`src/include/dspwm_pkg.sv`:
```
// Summary of operation
// - Dual-slope symmetric mode runs when the waveform mode select is 8 or 9.
// - Count runs from 0x0000 up to TOP, then down to zero, repeatedly.
// - Non-inverting: clear on up-count match, set on down-count match; inverting reverses.
// - TOP is the capture value in mode 8, compare A in mode 9; direction turns there.
// - Count holds TOP for exactly one timer tick before decrementing.
// - Compare match flag sets on a timer tick while count equals that unit's active compare value.
// - Overflow flag sets at BOTTOM, in the tick that loads the active compare values.
// - Compare A or capture flag sets when count reaches TOP defined by that register.
// - Written compare values are buffered and moved to active registers at BOTTOM, or every clock while mode is not 8 or 9.
// - TOP must be at least every compare value; otherwise that unit never matches.
// - Output mode 2 gives non-inverted waveform, output mode 3 gives inverted waveform.
// - Compare output reaches the pin only when its direction bit selects output.
// - Period is two times prescale divisor times TOP clocks; divisors 1,8,64,256,1024.
// - Compare zero gives constant low, compare TOP gives high, non-inverted; inverted opposite.
// - Mode 9 with compare A output mode 1 toggles output A on each match.
// - Fully synchronous: the prescaled tick is a clock enable, not a clock.
// - Output mode 0 disconnects the compare output; pin follows normal port value.
// - Output mode 1 toggles only output A in mode 9; output B stays disconnected.
package dspwm_pkg;
    localparam logic [3:0] MODE_TOP_CAPTURE = 4'h8;
    localparam logic [3:0] MODE_TOP_CMPA = 4'h9;
    localparam logic [1:0] OUT_OFF = 2'h0;
    localparam logic [1:0] OUT_TOGGLE = 2'h1;
    localparam logic [1:0] OUT_NONINV = 2'h2;
    localparam logic [1:0] OUT_INV = 2'h3;
    localparam logic [15:0] COUNT_BOTTOM = 16'h0000;
    localparam logic [15:0] COUNT_STEP = 16'h0001;
    localparam logic [15:0] TOP_MIN = 16'h0003;
    localparam logic [15:0] COUNT_RST = 16'h0000;
    localparam logic [15:0] CMP_RST = 16'h0000;
    localparam logic WAVE_RST = 1'b0;
    // prescale select codes
    localparam logic [2:0] PRE_STOP = 3'h0;
    localparam logic [2:0] PRE_DIV1 = 3'h1;
    localparam logic [2:0] PRE_DIV8 = 3'h2;
    localparam logic [2:0] PRE_DIV64 = 3'h3;
    localparam logic [2:0] PRE_DIV256 = 3'h4;
    localparam logic [2:0] PRE_DIV1024 = 3'h5;
    // terminal counts, divisor minus one
    localparam logic [9:0] LIM_DIV1 = 10'h000;
    localparam logic [9:0] LIM_DIV8 = 10'h007;
    localparam logic [9:0] LIM_DIV64 = 10'h03f;
    localparam logic [9:0] LIM_DIV256 = 10'h0ff;
    localparam logic [9:0] LIM_DIV1024 = 10'h3ff;
    localparam logic [9:0] PRE_CNT_RST = 10'h000;
    localparam logic [9:0] PRE_CNT_STEP = 10'h001;
    // flag clear bit positions
    localparam int FLG_OVF = 0;
    localparam int FLG_CMPA = 1;
    localparam int FLG_CMPB = 2;
    localparam int FLG_CAP = 3;
    typedef enum logic {DIR_UP, DIR_DOWN} dspwm_dir_e;
endpackage : dspwm_pkg

```
`src/include/dspwm_tick_if.sv`:
```
`timescale 1ns/10ps
interface dspwm_tick_if;
    logic [2:0] sel;
    logic tick;
    modport src
    (
        input sel,
        output tick
    );
    modport snk
    (
        output sel,
        input tick
    );
endinterface : dspwm_tick_if

```
`src/logic/dspwm_prescale.sv`:
```
`timescale 1ns/10ps
module dspwm_prescale
(
    // clock and reset
    input wire logic i_clk,
    input wire logic i_rstn,
    // tick to the counter
    dspwm_tick_if.src tk
);
    logic [9:0] div_cnt_r;
    logic tick_r;
    logic run;
    logic [9:0] lim;

    always_comb
    begin
        run = 1'b1;
        lim = dspwm_pkg::LIM_DIV1;
        if (tk.sel == dspwm_pkg::PRE_DIV1)
            lim = dspwm_pkg::LIM_DIV1;
        else if (tk.sel == dspwm_pkg::PRE_DIV8)
            lim = dspwm_pkg::LIM_DIV8;
        else if (tk.sel == dspwm_pkg::PRE_DIV64)
            lim = dspwm_pkg::LIM_DIV64;
        else if (tk.sel == dspwm_pkg::PRE_DIV256)
            lim = dspwm_pkg::LIM_DIV256;
        else if (tk.sel == dspwm_pkg::PRE_DIV1024)
            lim = dspwm_pkg::LIM_DIV1024;
        else
            run = 1'b0;
    end

    // tick is an enable on i_clk, never a clock of its own
    always_ff @(posedge i_clk or negedge i_rstn)
    begin
        if (!i_rstn)
        begin
            div_cnt_r <= dspwm_pkg::PRE_CNT_RST;
            tick_r <= 1'b0;
        end
        else if (!run)
        begin
            div_cnt_r <= dspwm_pkg::PRE_CNT_RST;
            tick_r <= 1'b0;
        end
        else if (div_cnt_r >= lim)
        begin
            div_cnt_r <= dspwm_pkg::PRE_CNT_RST;
            tick_r <= 1'b1;
        end
        else
        begin
            div_cnt_r <= div_cnt_r + dspwm_pkg::PRE_CNT_STEP;
            tick_r <= 1'b0;
        end
    end

    assign tk.tick = tick_r;
endmodule : dspwm_prescale

```
`src/logic/dspwm_top.sv`:
```
`timescale 1ns/10ps
module dspwm_top
(
    // clock and reset
    input wire logic i_clk,
    input wire logic i_rstn,
    // mode configuration
    input wire logic [3:0] i_waveform_mode_sel,
    input wire logic [2:0] i_prescale_sel,
    input wire logic [1:0] i_compare_a_out_mode,
    input wire logic [1:0] i_compare_b_out_mode,
    // value writes
    input wire logic i_compare_a_wr,
    input wire logic [15:0] i_compare_a_wdata,
    input wire logic i_compare_b_wr,
    input wire logic [15:0] i_compare_b_wdata,
    input wire logic [15:0] i_capture_value,
    // port control
    input wire logic i_pin_direction_a,
    input wire logic i_pin_direction_b,
    input wire logic i_port_a,
    input wire logic i_port_b,
    // flag clear strobes
    input wire logic [3:0] i_flag_clr,
    // counter and waveforms
    output logic [15:0] o_timer_count,
    output logic o_compare_a_out,
    output logic o_compare_b_out,
    // pins
    output logic o_pin_a,
    output logic o_pin_a_oe,
    output logic o_pin_b,
    output logic o_pin_b_oe,
    // status flags
    output logic o_overflow_flag,
    output logic o_compare_a_match_flag,
    output logic o_compare_b_match_flag,
    output logic o_capture_flag
);
    logic [15:0] timer_cnt_r;
    dspwm_pkg::dspwm_dir_e dir_r;
    logic [15:0] cmp_a_buf_r;
    logic [15:0] cmp_b_buf_r;
    logic [15:0] cmp_a_act_r;
    logic [15:0] cmp_b_act_r;
    logic cmp_a_out_r;
    logic cmp_b_out_r;
    logic pin_a_r;
    logic pin_a_oe_r;
    logic pin_b_r;
    logic pin_b_oe_r;
    logic ovf_flag_r;
    logic cmpa_flag_r;
    logic cmpb_flag_r;
    logic cap_flag_r;
    logic mode_ok;
    logic mode_cmpa_top;
    logic mode_cap_top;
    logic tick;
    logic run_tick;
    logic [15:0] top;
    logic bottom_ev;
    logic top_ev;
    logic eff_down;
    logic match_a;
    logic match_b;

    dspwm_tick_if tk();

    assign tk.sel = i_prescale_sel;
    assign tick = tk.tick;

    dspwm_prescale u_prescale
    (
        .i_clk(i_clk),
        .i_rstn(i_rstn),
        .tk(tk)
    );

    function automatic logic unit_match(input logic en, input logic [15:0] cnt, input logic [15:0] val);
        unit_match = en && (cnt == val);
    endfunction : unit_match

    // match at TOP counts as down, at BOTTOM as up: gives steady levels at the extremes
    function automatic logic wave_next(input logic cur, input logic [1:0] om, input logic hit,
                                       input logic down, input logic tog_ok);
        wave_next = cur;
        if (hit)
        begin
            if (om == dspwm_pkg::OUT_NONINV)
                wave_next = down;
            else if (om == dspwm_pkg::OUT_INV)
                wave_next = !down;
            else if (om == dspwm_pkg::OUT_TOGGLE && tog_ok)
                wave_next = !cur;
        end
    endfunction : wave_next

    function automatic logic pin_linked(input logic [1:0] om, input logic tog_ok);
        pin_linked = (om == dspwm_pkg::OUT_NONINV) || (om == dspwm_pkg::OUT_INV)
                     || (om == dspwm_pkg::OUT_TOGGLE && tog_ok);
    endfunction : pin_linked

    // set wins over a clear in the same cycle
    function automatic logic sticky(input logic cur, input logic clr, input logic set);
        sticky = (cur && !clr) || set;
    endfunction : sticky

    assign mode_cap_top = (i_waveform_mode_sel == dspwm_pkg::MODE_TOP_CAPTURE);
    assign mode_cmpa_top = (i_waveform_mode_sel == dspwm_pkg::MODE_TOP_CMPA);
    assign mode_ok = mode_cap_top || mode_cmpa_top;
    assign top = mode_cmpa_top ? cmp_a_act_r : i_capture_value;
    assign run_tick = tick && mode_ok;
    assign bottom_ev = run_tick && (timer_cnt_r == dspwm_pkg::COUNT_BOTTOM);
    assign top_ev = run_tick && (dir_r == dspwm_pkg::DIR_UP) && (timer_cnt_r == top);
    assign eff_down = (timer_cnt_r == top)
                      || (dir_r == dspwm_pkg::DIR_DOWN && timer_cnt_r != dspwm_pkg::COUNT_BOTTOM);
    // a compare value above TOP is never reached, so it never matches
    assign match_a = unit_match(run_tick, timer_cnt_r, cmp_a_act_r);
    assign match_b = unit_match(run_tick, timer_cnt_r, cmp_b_act_r);

    // dual-slope counter; top below 0x0003 is software misuse and not guarded
    always_ff @(posedge i_clk or negedge i_rstn)
    begin
        if (!i_rstn)
        begin
            timer_cnt_r <= dspwm_pkg::COUNT_RST;
            dir_r <= dspwm_pkg::DIR_UP;
        end
        else if (!mode_ok)
        begin
            timer_cnt_r <= dspwm_pkg::COUNT_BOTTOM;
            dir_r <= dspwm_pkg::DIR_UP;
        end
        else if (tick)
        begin
            case (dir_r)
                dspwm_pkg::DIR_UP:
                begin
                    if (timer_cnt_r == top)
                    begin
                        timer_cnt_r <= timer_cnt_r - dspwm_pkg::COUNT_STEP;
                        dir_r <= dspwm_pkg::DIR_DOWN;
                    end
                    else
                        timer_cnt_r <= timer_cnt_r + dspwm_pkg::COUNT_STEP;
                end
                dspwm_pkg::DIR_DOWN:
                begin
                    if (timer_cnt_r == dspwm_pkg::COUNT_BOTTOM)
                    begin
                        timer_cnt_r <= dspwm_pkg::COUNT_BOTTOM + dspwm_pkg::COUNT_STEP;
                        dir_r <= dspwm_pkg::DIR_UP;
                    end
                    else
                        timer_cnt_r <= timer_cnt_r - dspwm_pkg::COUNT_STEP;
                end
                default:
                begin
                    timer_cnt_r <= dspwm_pkg::COUNT_BOTTOM;
                    dir_r <= dspwm_pkg::DIR_UP;
                end
            endcase
        end
    end

    // compare buffers take software writes at any time
    always_ff @(posedge i_clk or negedge i_rstn)
    begin
        if (!i_rstn)
        begin
            cmp_a_buf_r <= dspwm_pkg::CMP_RST;
            cmp_b_buf_r <= dspwm_pkg::CMP_RST;
        end
        else
        begin
            if (i_compare_a_wr)
                cmp_a_buf_r <= i_compare_a_wdata;
            if (i_compare_b_wr)
                cmp_b_buf_r <= i_compare_b_wdata;
        end
    end

    // loading only at BOTTOM keeps both slopes of a period the same length
    always_ff @(posedge i_clk or negedge i_rstn)
    begin
        if (!i_rstn)
        begin
            cmp_a_act_r <= dspwm_pkg::CMP_RST;
            cmp_b_act_r <= dspwm_pkg::CMP_RST;
        end
        else if (bottom_ev || !mode_ok)
        begin
            cmp_a_act_r <= cmp_a_buf_r;
            cmp_b_act_r <= cmp_b_buf_r;
        end
    end

    // waveform registers
    always_ff @(posedge i_clk or negedge i_rstn)
    begin
        if (!i_rstn)
        begin
            cmp_a_out_r <= dspwm_pkg::WAVE_RST;
            cmp_b_out_r <= dspwm_pkg::WAVE_RST;
        end
        else
        begin
            cmp_a_out_r <= wave_next(cmp_a_out_r, i_compare_a_out_mode, match_a, eff_down,
                                     mode_cmpa_top);
            cmp_b_out_r <= wave_next(cmp_b_out_r, i_compare_b_out_mode, match_b, eff_down,
                                     1'b0);
        end
    end

    // pin stage lags the waveform register by one clock
    always_ff @(posedge i_clk or negedge i_rstn)
    begin
        if (!i_rstn)
        begin
            pin_a_r <= 1'b0;
            pin_a_oe_r <= 1'b0;
            pin_b_r <= 1'b0;
            pin_b_oe_r <= 1'b0;
        end
        else
        begin
            pin_a_oe_r <= i_pin_direction_a;
            pin_b_oe_r <= i_pin_direction_b;
            if (mode_ok && pin_linked(i_compare_a_out_mode, mode_cmpa_top))
                pin_a_r <= cmp_a_out_r;
            else
                pin_a_r <= i_port_a;
            if (mode_ok && pin_linked(i_compare_b_out_mode, 1'b0))
                pin_b_r <= cmp_b_out_r;
            else
                pin_b_r <= i_port_b;
        end
    end

    // status flags
    always_ff @(posedge i_clk or negedge i_rstn)
    begin
        if (!i_rstn)
        begin
            ovf_flag_r <= 1'b0;
            cmpa_flag_r <= 1'b0;
            cmpb_flag_r <= 1'b0;
            cap_flag_r <= 1'b0;
        end
        else
        begin
            ovf_flag_r <= sticky(ovf_flag_r, i_flag_clr[dspwm_pkg::FLG_OVF], bottom_ev);
            cmpa_flag_r <= sticky(cmpa_flag_r, i_flag_clr[dspwm_pkg::FLG_CMPA],
                                  match_a || (top_ev && mode_cmpa_top));
            cmpb_flag_r <= sticky(cmpb_flag_r, i_flag_clr[dspwm_pkg::FLG_CMPB], match_b);
            cap_flag_r <= sticky(cap_flag_r, i_flag_clr[dspwm_pkg::FLG_CAP],
                                 top_ev && mode_cap_top);
        end
    end

    assign o_timer_count = timer_cnt_r;
    assign o_compare_a_out = cmp_a_out_r;
    assign o_compare_b_out = cmp_b_out_r;
    assign o_pin_a = pin_a_r;
    assign o_pin_a_oe = pin_a_oe_r;
    assign o_pin_b = pin_b_r;
    assign o_pin_b_oe = pin_b_oe_r;
    assign o_overflow_flag = ovf_flag_r;
    assign o_compare_a_match_flag = cmpa_flag_r;
    assign o_compare_b_match_flag = cmpb_flag_r;
    assign o_capture_flag = cap_flag_r;
endmodule : dspwm_top

```
`config.mk`:
```
export PLATFORM = sky130hd
export DESIGN_NAME = dspwm_top
export DESIGN_NICKNAME = d
export VERILOG_FILES = /design/src/include/dspwm_pkg.sv /design/src/include/dspwm_tick_if.sv /design/src/logic/dspwm_prescale.sv /design/src/logic/dspwm_top.sv
export SDC_FILE = /design/constraint.sdc
export NUM_CORES = 1
export LEC_CHECK = 0
export BUFFER_PORTS_ARGS = -buffer_cell sky130_fd_sc_hd__buf_2
export CORE_AREA = 2 2 102 104
export DETAILED_ROUTE_END_ITERATION = 16
export DIE_AREA = 0 0 104 106
export PLACE_DENSITY = 0.83
export SLEW_MARGIN = 20
export SYNTH_ARGS = -nofsm -noshare
export SYNTH_HDL_FRONTEND = slang
export SYNTH_SLANG_ARGS = --single-unit
```
`constraint.sdc`:
```
create_clock -name i_clk -period 6.85 [get_ports i_clk]
set_input_delay 1.37 -clock i_clk [delete_from_list [all_inputs] [get_ports i_clk]]
set_output_delay 1.37 -clock i_clk [all_outputs]
set_load 0.02 [all_outputs]
```
Yosys cells after proc, flatten, opt, wreduce, memory -nomap -nowiden --
Index checks and enable logic that the tools add are counted.
Word-level totals: output and inout port bits 26, register bits after elaboration 102, word-level logic and storage cells 111, input bits 71
Operators by class: reduce and logical (&&, ||, !) cells 40, add/subtract/negate cells 3, bitwise gates (word level) 1, muxes and demuxes 32, $lt $le $gt $ge 1, eq/ne operators 16
Operator list (count):
- 16-bit 2-to-1 mux | 5
- 10-bit 2-to-1 mux | 7
- 16-bit equality test | 3
- 16-bit one-hot mux with 2 select lines | 1
- 1-bit 2-to-1 mux | 18
- 16-bit by 1-bit adder with 16-bit output, second input constant | 1
- 1-bit logical AND | 16
- 16-bit logical NOT | 1
- 16-bit nonzero test | 1
- 16-bit by 1-bit subtractor with 16-bit output, second input constant | 1
- 1-bit logical OR | 11
- 10-bit by 1-bit adder with 10-bit output, second input constant | 1
- 10-bit greater-or-equal comparator | 1
- 2-bit equality test, second input constant | 4
- 4-bit equality test, second input constant | 2
- 1-bit logical NOT | 7
- 3-bit by 2-bit equality test with 1-bit output, second input constant | 2
- 3-bit equality test, second input constant | 2
- 2-bit AND reduction | 2
- 3-bit by 1-bit equality test with 1-bit output, second input constant | 1
- 3-bit nonzero test | 1
- 2-bit by 1-bit equality test with 1-bit output, second input constant | 1
- 2-bit by 1-bit inequality test with 1-bit output, second input constant | 1
- 1-bit one-hot mux with 2 select lines | 1
- other kinds (2) | 2

Logic depth before layout (Yosys ltp) --
depth after elaboration 9, gate-level depth with buffers 12, mapped depth without buffers 12

By module --
Synthesis repeated with hierarchy kept, for this count alone.
Second synthesis, totals: cell total of the unflattened synthesis 563, area total of the unflattened synthesis 5923.2 µm²
By module, submodules not included:
- dspwm_top | cells an instance 484, area an instance 5074.9 µm², instances 1
- dspwm_prescale | cells an instance 79, area an instance 848.3 µm², instances 1

Worst setup path after synthesis --
No wires, ideal clock.
kind input to register, from in i_waveform_mode_sel[1], to reg timer_cnt_r[3], in the netlist o_timer_count[3], stages 11, arrival time 3.492 ns, path buffers 4, slack 3.228 ns, cell sequence nor4bb_1 > buf_4 > buf_8 > mux2i_1 > o22ai_1 > a311oi_2 > a41oi_4 > buf_4 > buf_2 > a222oi_1 > o2bb2ai_1
On the way: longest elaborated chain between the ends 7
Ends and longest elaborated chain:
- start, declared | line dspwm_top.sv:8 | input wire logic [3:0] i_waveform_mode_sel,
- 4-bit equality test | line dspwm_top.sv:110 | assign mode_cmpa_top = (i_waveform_mode_sel == dspwm_pkg::MODE_TOP_CMPA);
- 16-bit 2-to-1 mux | line dspwm_top.sv:112 | assign top = mode_cmpa_top ? cmp_a_act_r : i_capture_value;
- 16-bit equality test | line dspwm_top.sv:140 | if (timer_cnt_r == top)
- 16-bit 2-to-1 mux | line dspwm_top.sv:140
- 16-bit one-hot mux with 2 select lines | line dspwm_top.sv:137 | case (dir_r)
- 16-bit 2-to-1 mux | line dspwm_top.sv:135 | else if (tick)
- 16-bit 2-to-1 mux | line dspwm_top.sv:130 | else if (!mode_ok)
- end signal, assigned | line dspwm_top.sv:132 | timer_cnt_r <= dspwm_pkg::COUNT_BOTTOM;
- end signal, assigned | line dspwm_top.sv:142 | timer_cnt_r <= timer_cnt_r - dspwm_pkg::COUNT_STEP;
- end signal, assigned | line dspwm_top.sv:146 | timer_cnt_r <= timer_cnt_r + dspwm_pkg::COUNT_STEP;
- end, declared | line dspwm_top.sv:40 | logic [15:0] timer_cnt_r;
Parallel ways exist; a longest one is shown, timed or not. The select of a mux whose other input is x is not followed. A chain may end at the register's enable or synchronous reset.

Worst setup path after layout --
from in i_waveform_mode_sel[1], to reg timer_cnt_r[14], in the netlist o_timer_count[14]
The elaborated chain is that of the path after synthesis.

==> impl_metrics.ini <==
[final_layout]
final_nets = 713
areaGrowthSynthToFinish_pct = 12.6
instances_no_fill = 767
drive_above_1_share = 0.311
fillCellCount = 807
diodes = 0
mostFrequentLayoutCells = dfrtp_1, buf_2, mux2_2, xor2_1
layout_commonest_cell = dfrtp_1
fin_util = 0.657
design_area_mm2 = 0.00657

[synthesis]
synth_xor_area_frac = 0.0721
ys_types = 63
yosysTopAreaCellShare = 0.437
synth_top_family_by_area = multiplexers
synth_compound_area_frac = 0.131
ys_seq_elements = 102
synth-main-ff-cell = dfrtp_1
synthCells = 553
synth_largest_area_cell = dfrtp_1
synthArstFlopShare = 1.00
avgSynthCellArea_um2 = 10.6
synth_edf_count = 0
mappedNetlistArea_mm2 = 0.00583
synth.yosys.seq_area_share = 0.437
synth_area_leaders = dfrtp_1, mux2_2, xor2_1, ha_1, xnor2_1
ys_warn_count = 0
muxShareOfSynthArea = 0.154
yosys.area_share.simple = 0.130
syn_nets = 639
synth_fa_ha_area_frac = 0.0322

[clock_tree]
clockBufferDepth = 2
cts.sinks = 102
cts_hold_buf = 0
numCtsBuffers = 9
clkSlewWorstSetupHoldPaths_ns = 0.11
cts_root_buffer = clkbuf_8
cts_tree = built
cts-htree-levels = 3
cts_resized = 0
clk_latency_ns = 0.38
post_cts_buffers = 0

[detailed_routing]
routed_wl_mm = 14.0
wl_per_cell_um = 18.3
ant_nets = 0
firstDrtPassIters = 5
route.detailed.drc = 0
drt_iter0_markers = 383
vias = 4633
drt-vias-per-instance = 6.04

[setup_path]
reg2reg_slack_ns = 3.72
timing.rr.start = o_timer_count[13]
reg2reg_depth = 9
cp-endpoint = o_timer_count[14]
required_ns = 7.15
critical_path_class = input port to register
critPathLaunchType = input port
worstPathArrival_ns = 4.47
end_kind = register
worstReg2RegEnd = o_timer_count[14]
crit_start = i_waveform_mode_sel[1]
cp_max_fo = 44

[sta]
maxSlewHeadroom = 0.359
skew_ns = 0.0169
hold_viol_final = 0
setup_viol = 0
tightest_slew_ns = 0.962
period_needed_ns = 4.17
final.setup.tns_ns = 0
fin_crit_sh = 0.609
hold_slack_ns = 0.495
finalMaxSlewViolations = 0
rsz0062_at_grt = no
max_freq_mhz = 240

[power]
vdd_drop_max_mv = 0.130
p_per_area_mw_per_mm2 = 196
power.leakage_nw = 3.05

[global_route]
grt_pass1_wl_mm = 23.9
antenna_found_initial = 0
first_global_vias = 4802
grt_start_max_net_pins = 80
grtUsageTotal = 0.271
gr-total-overflow = 0

[min_path]
hold_class = register to register
min_from = o_capture_flag

[die]
design.die.area_mm2 = 0.0110
chipHeight_um = 106
die_w_um = 104
io_pins = 97
coreArea_mm2 = 0.0100
start_util = 0.583
rows = 37

[flow_run]
cap_violations = 0

[placement]
dp_hpwl_mm = 10.2
placed_area_mm2 = 0.00637
gp_congestion = 0.924
placed_cells = 752
numPortBuffers = 96

[run_status]
outcome = finished clean
per-stage QoR:
| stage | worst slack, ns | power [W] |
|---|---|---|
| finish | 2.68 | 0.00129 |
| global route | 2.46 | 0.00135 |
| CTS | 2.75 | 0.00130 |
| detailed placement | 2.33 | 0.000900 |
| global placement | 2.47 | 0.000887 |
| floorplan | 3.23 | 0.000824 |
cell type report:
class / instances / area [um^2] / area share
clock buffer: 10 / 138 / 0.0209
clock inverter: 5 / 65.1 / 0.00990
inverter: 23 / 86.3 / 0.0131
multi-input combinational: 391 / 3050 / 0.464
sequential: 102 / 2550 / 0.388
tap: 136 / 170 / 0.0259
timing repair buffer: 100 / 513 / 0.0781
worst max-delay path, stage by stage:
cell and delay, ns:
buf_2 0.13, nor4bb_4 0.85, mux2i_1 0.29, o22ai_1 0.12, a311oi_2 0.40, a41oi_4 0.15
buf_4 0.30, or3_1 0.41, a211o_1 0.29, a21oi_1 0.15
report_power, final:
group          switching [W]  leakage [nW]  internal, W
clock               0.000219         0.104     0.000182
sequential         0.0000417          1.27     0.000654
combinational      0.0000933          1.68    0.0000989
synth_stat cells (all sizes together), types with 12 or more instances:
master   instances
nand3           20
o21ai           17
a21oi           26
xnor2           16
clkbuf          25
inv             23
xor2            32
nor2            30
ha              15
buf             12
a2111oi         12
mux2            69
nand2           30
mux2i           12
dfrtp          102
sequential cells by signal, indices dropped and copies added, names as in the netlist, 10 cells and up:
register              count
cmp_a_buf_r              16
o_timer_count            16
u_prescale.div_cnt_r     10
cmp_b_act_r              16
cmp_a_act_r              16
cmp_b_buf_r              16
worst min path at each step:
stage                                          to  slack, ns  cells past startpoint
final                              o_capture_flag       0.49                      2
after global routing              cmp_a_act_r[11]       0.52                      1
after CTS                          o_capture_flag       0.50                      2
after detailed placement           o_capture_flag       0.47                      2
after global placement             o_capture_flag       0.46                      2
after floorplan           u_prescale.div_cnt_r[0]       0.48                      1
per-layer routing:
layer / GRT usage / vias to the layer above / part of all wire
met5: 0 / - / 0
met4: 0.109 / 0 / 0.031
met3: 0.0527 / 31 / 0.077
met2: 0.436 / 208 / 0.46
met1: 0.364 / 2248 / 0.44
li1: - / 2146 / -
cell families after synthesis:
family | Yosys count
AO/OA/AOI/OAI | 102
XOR/XNOR | 48
adder cells (fa/ha/maj) | 15
buffers and inverters | 60
flip-flops | 102
multiplexers | 81
AND/OR/NAND/NOR | 145
(Power assumes the default switching activity.)
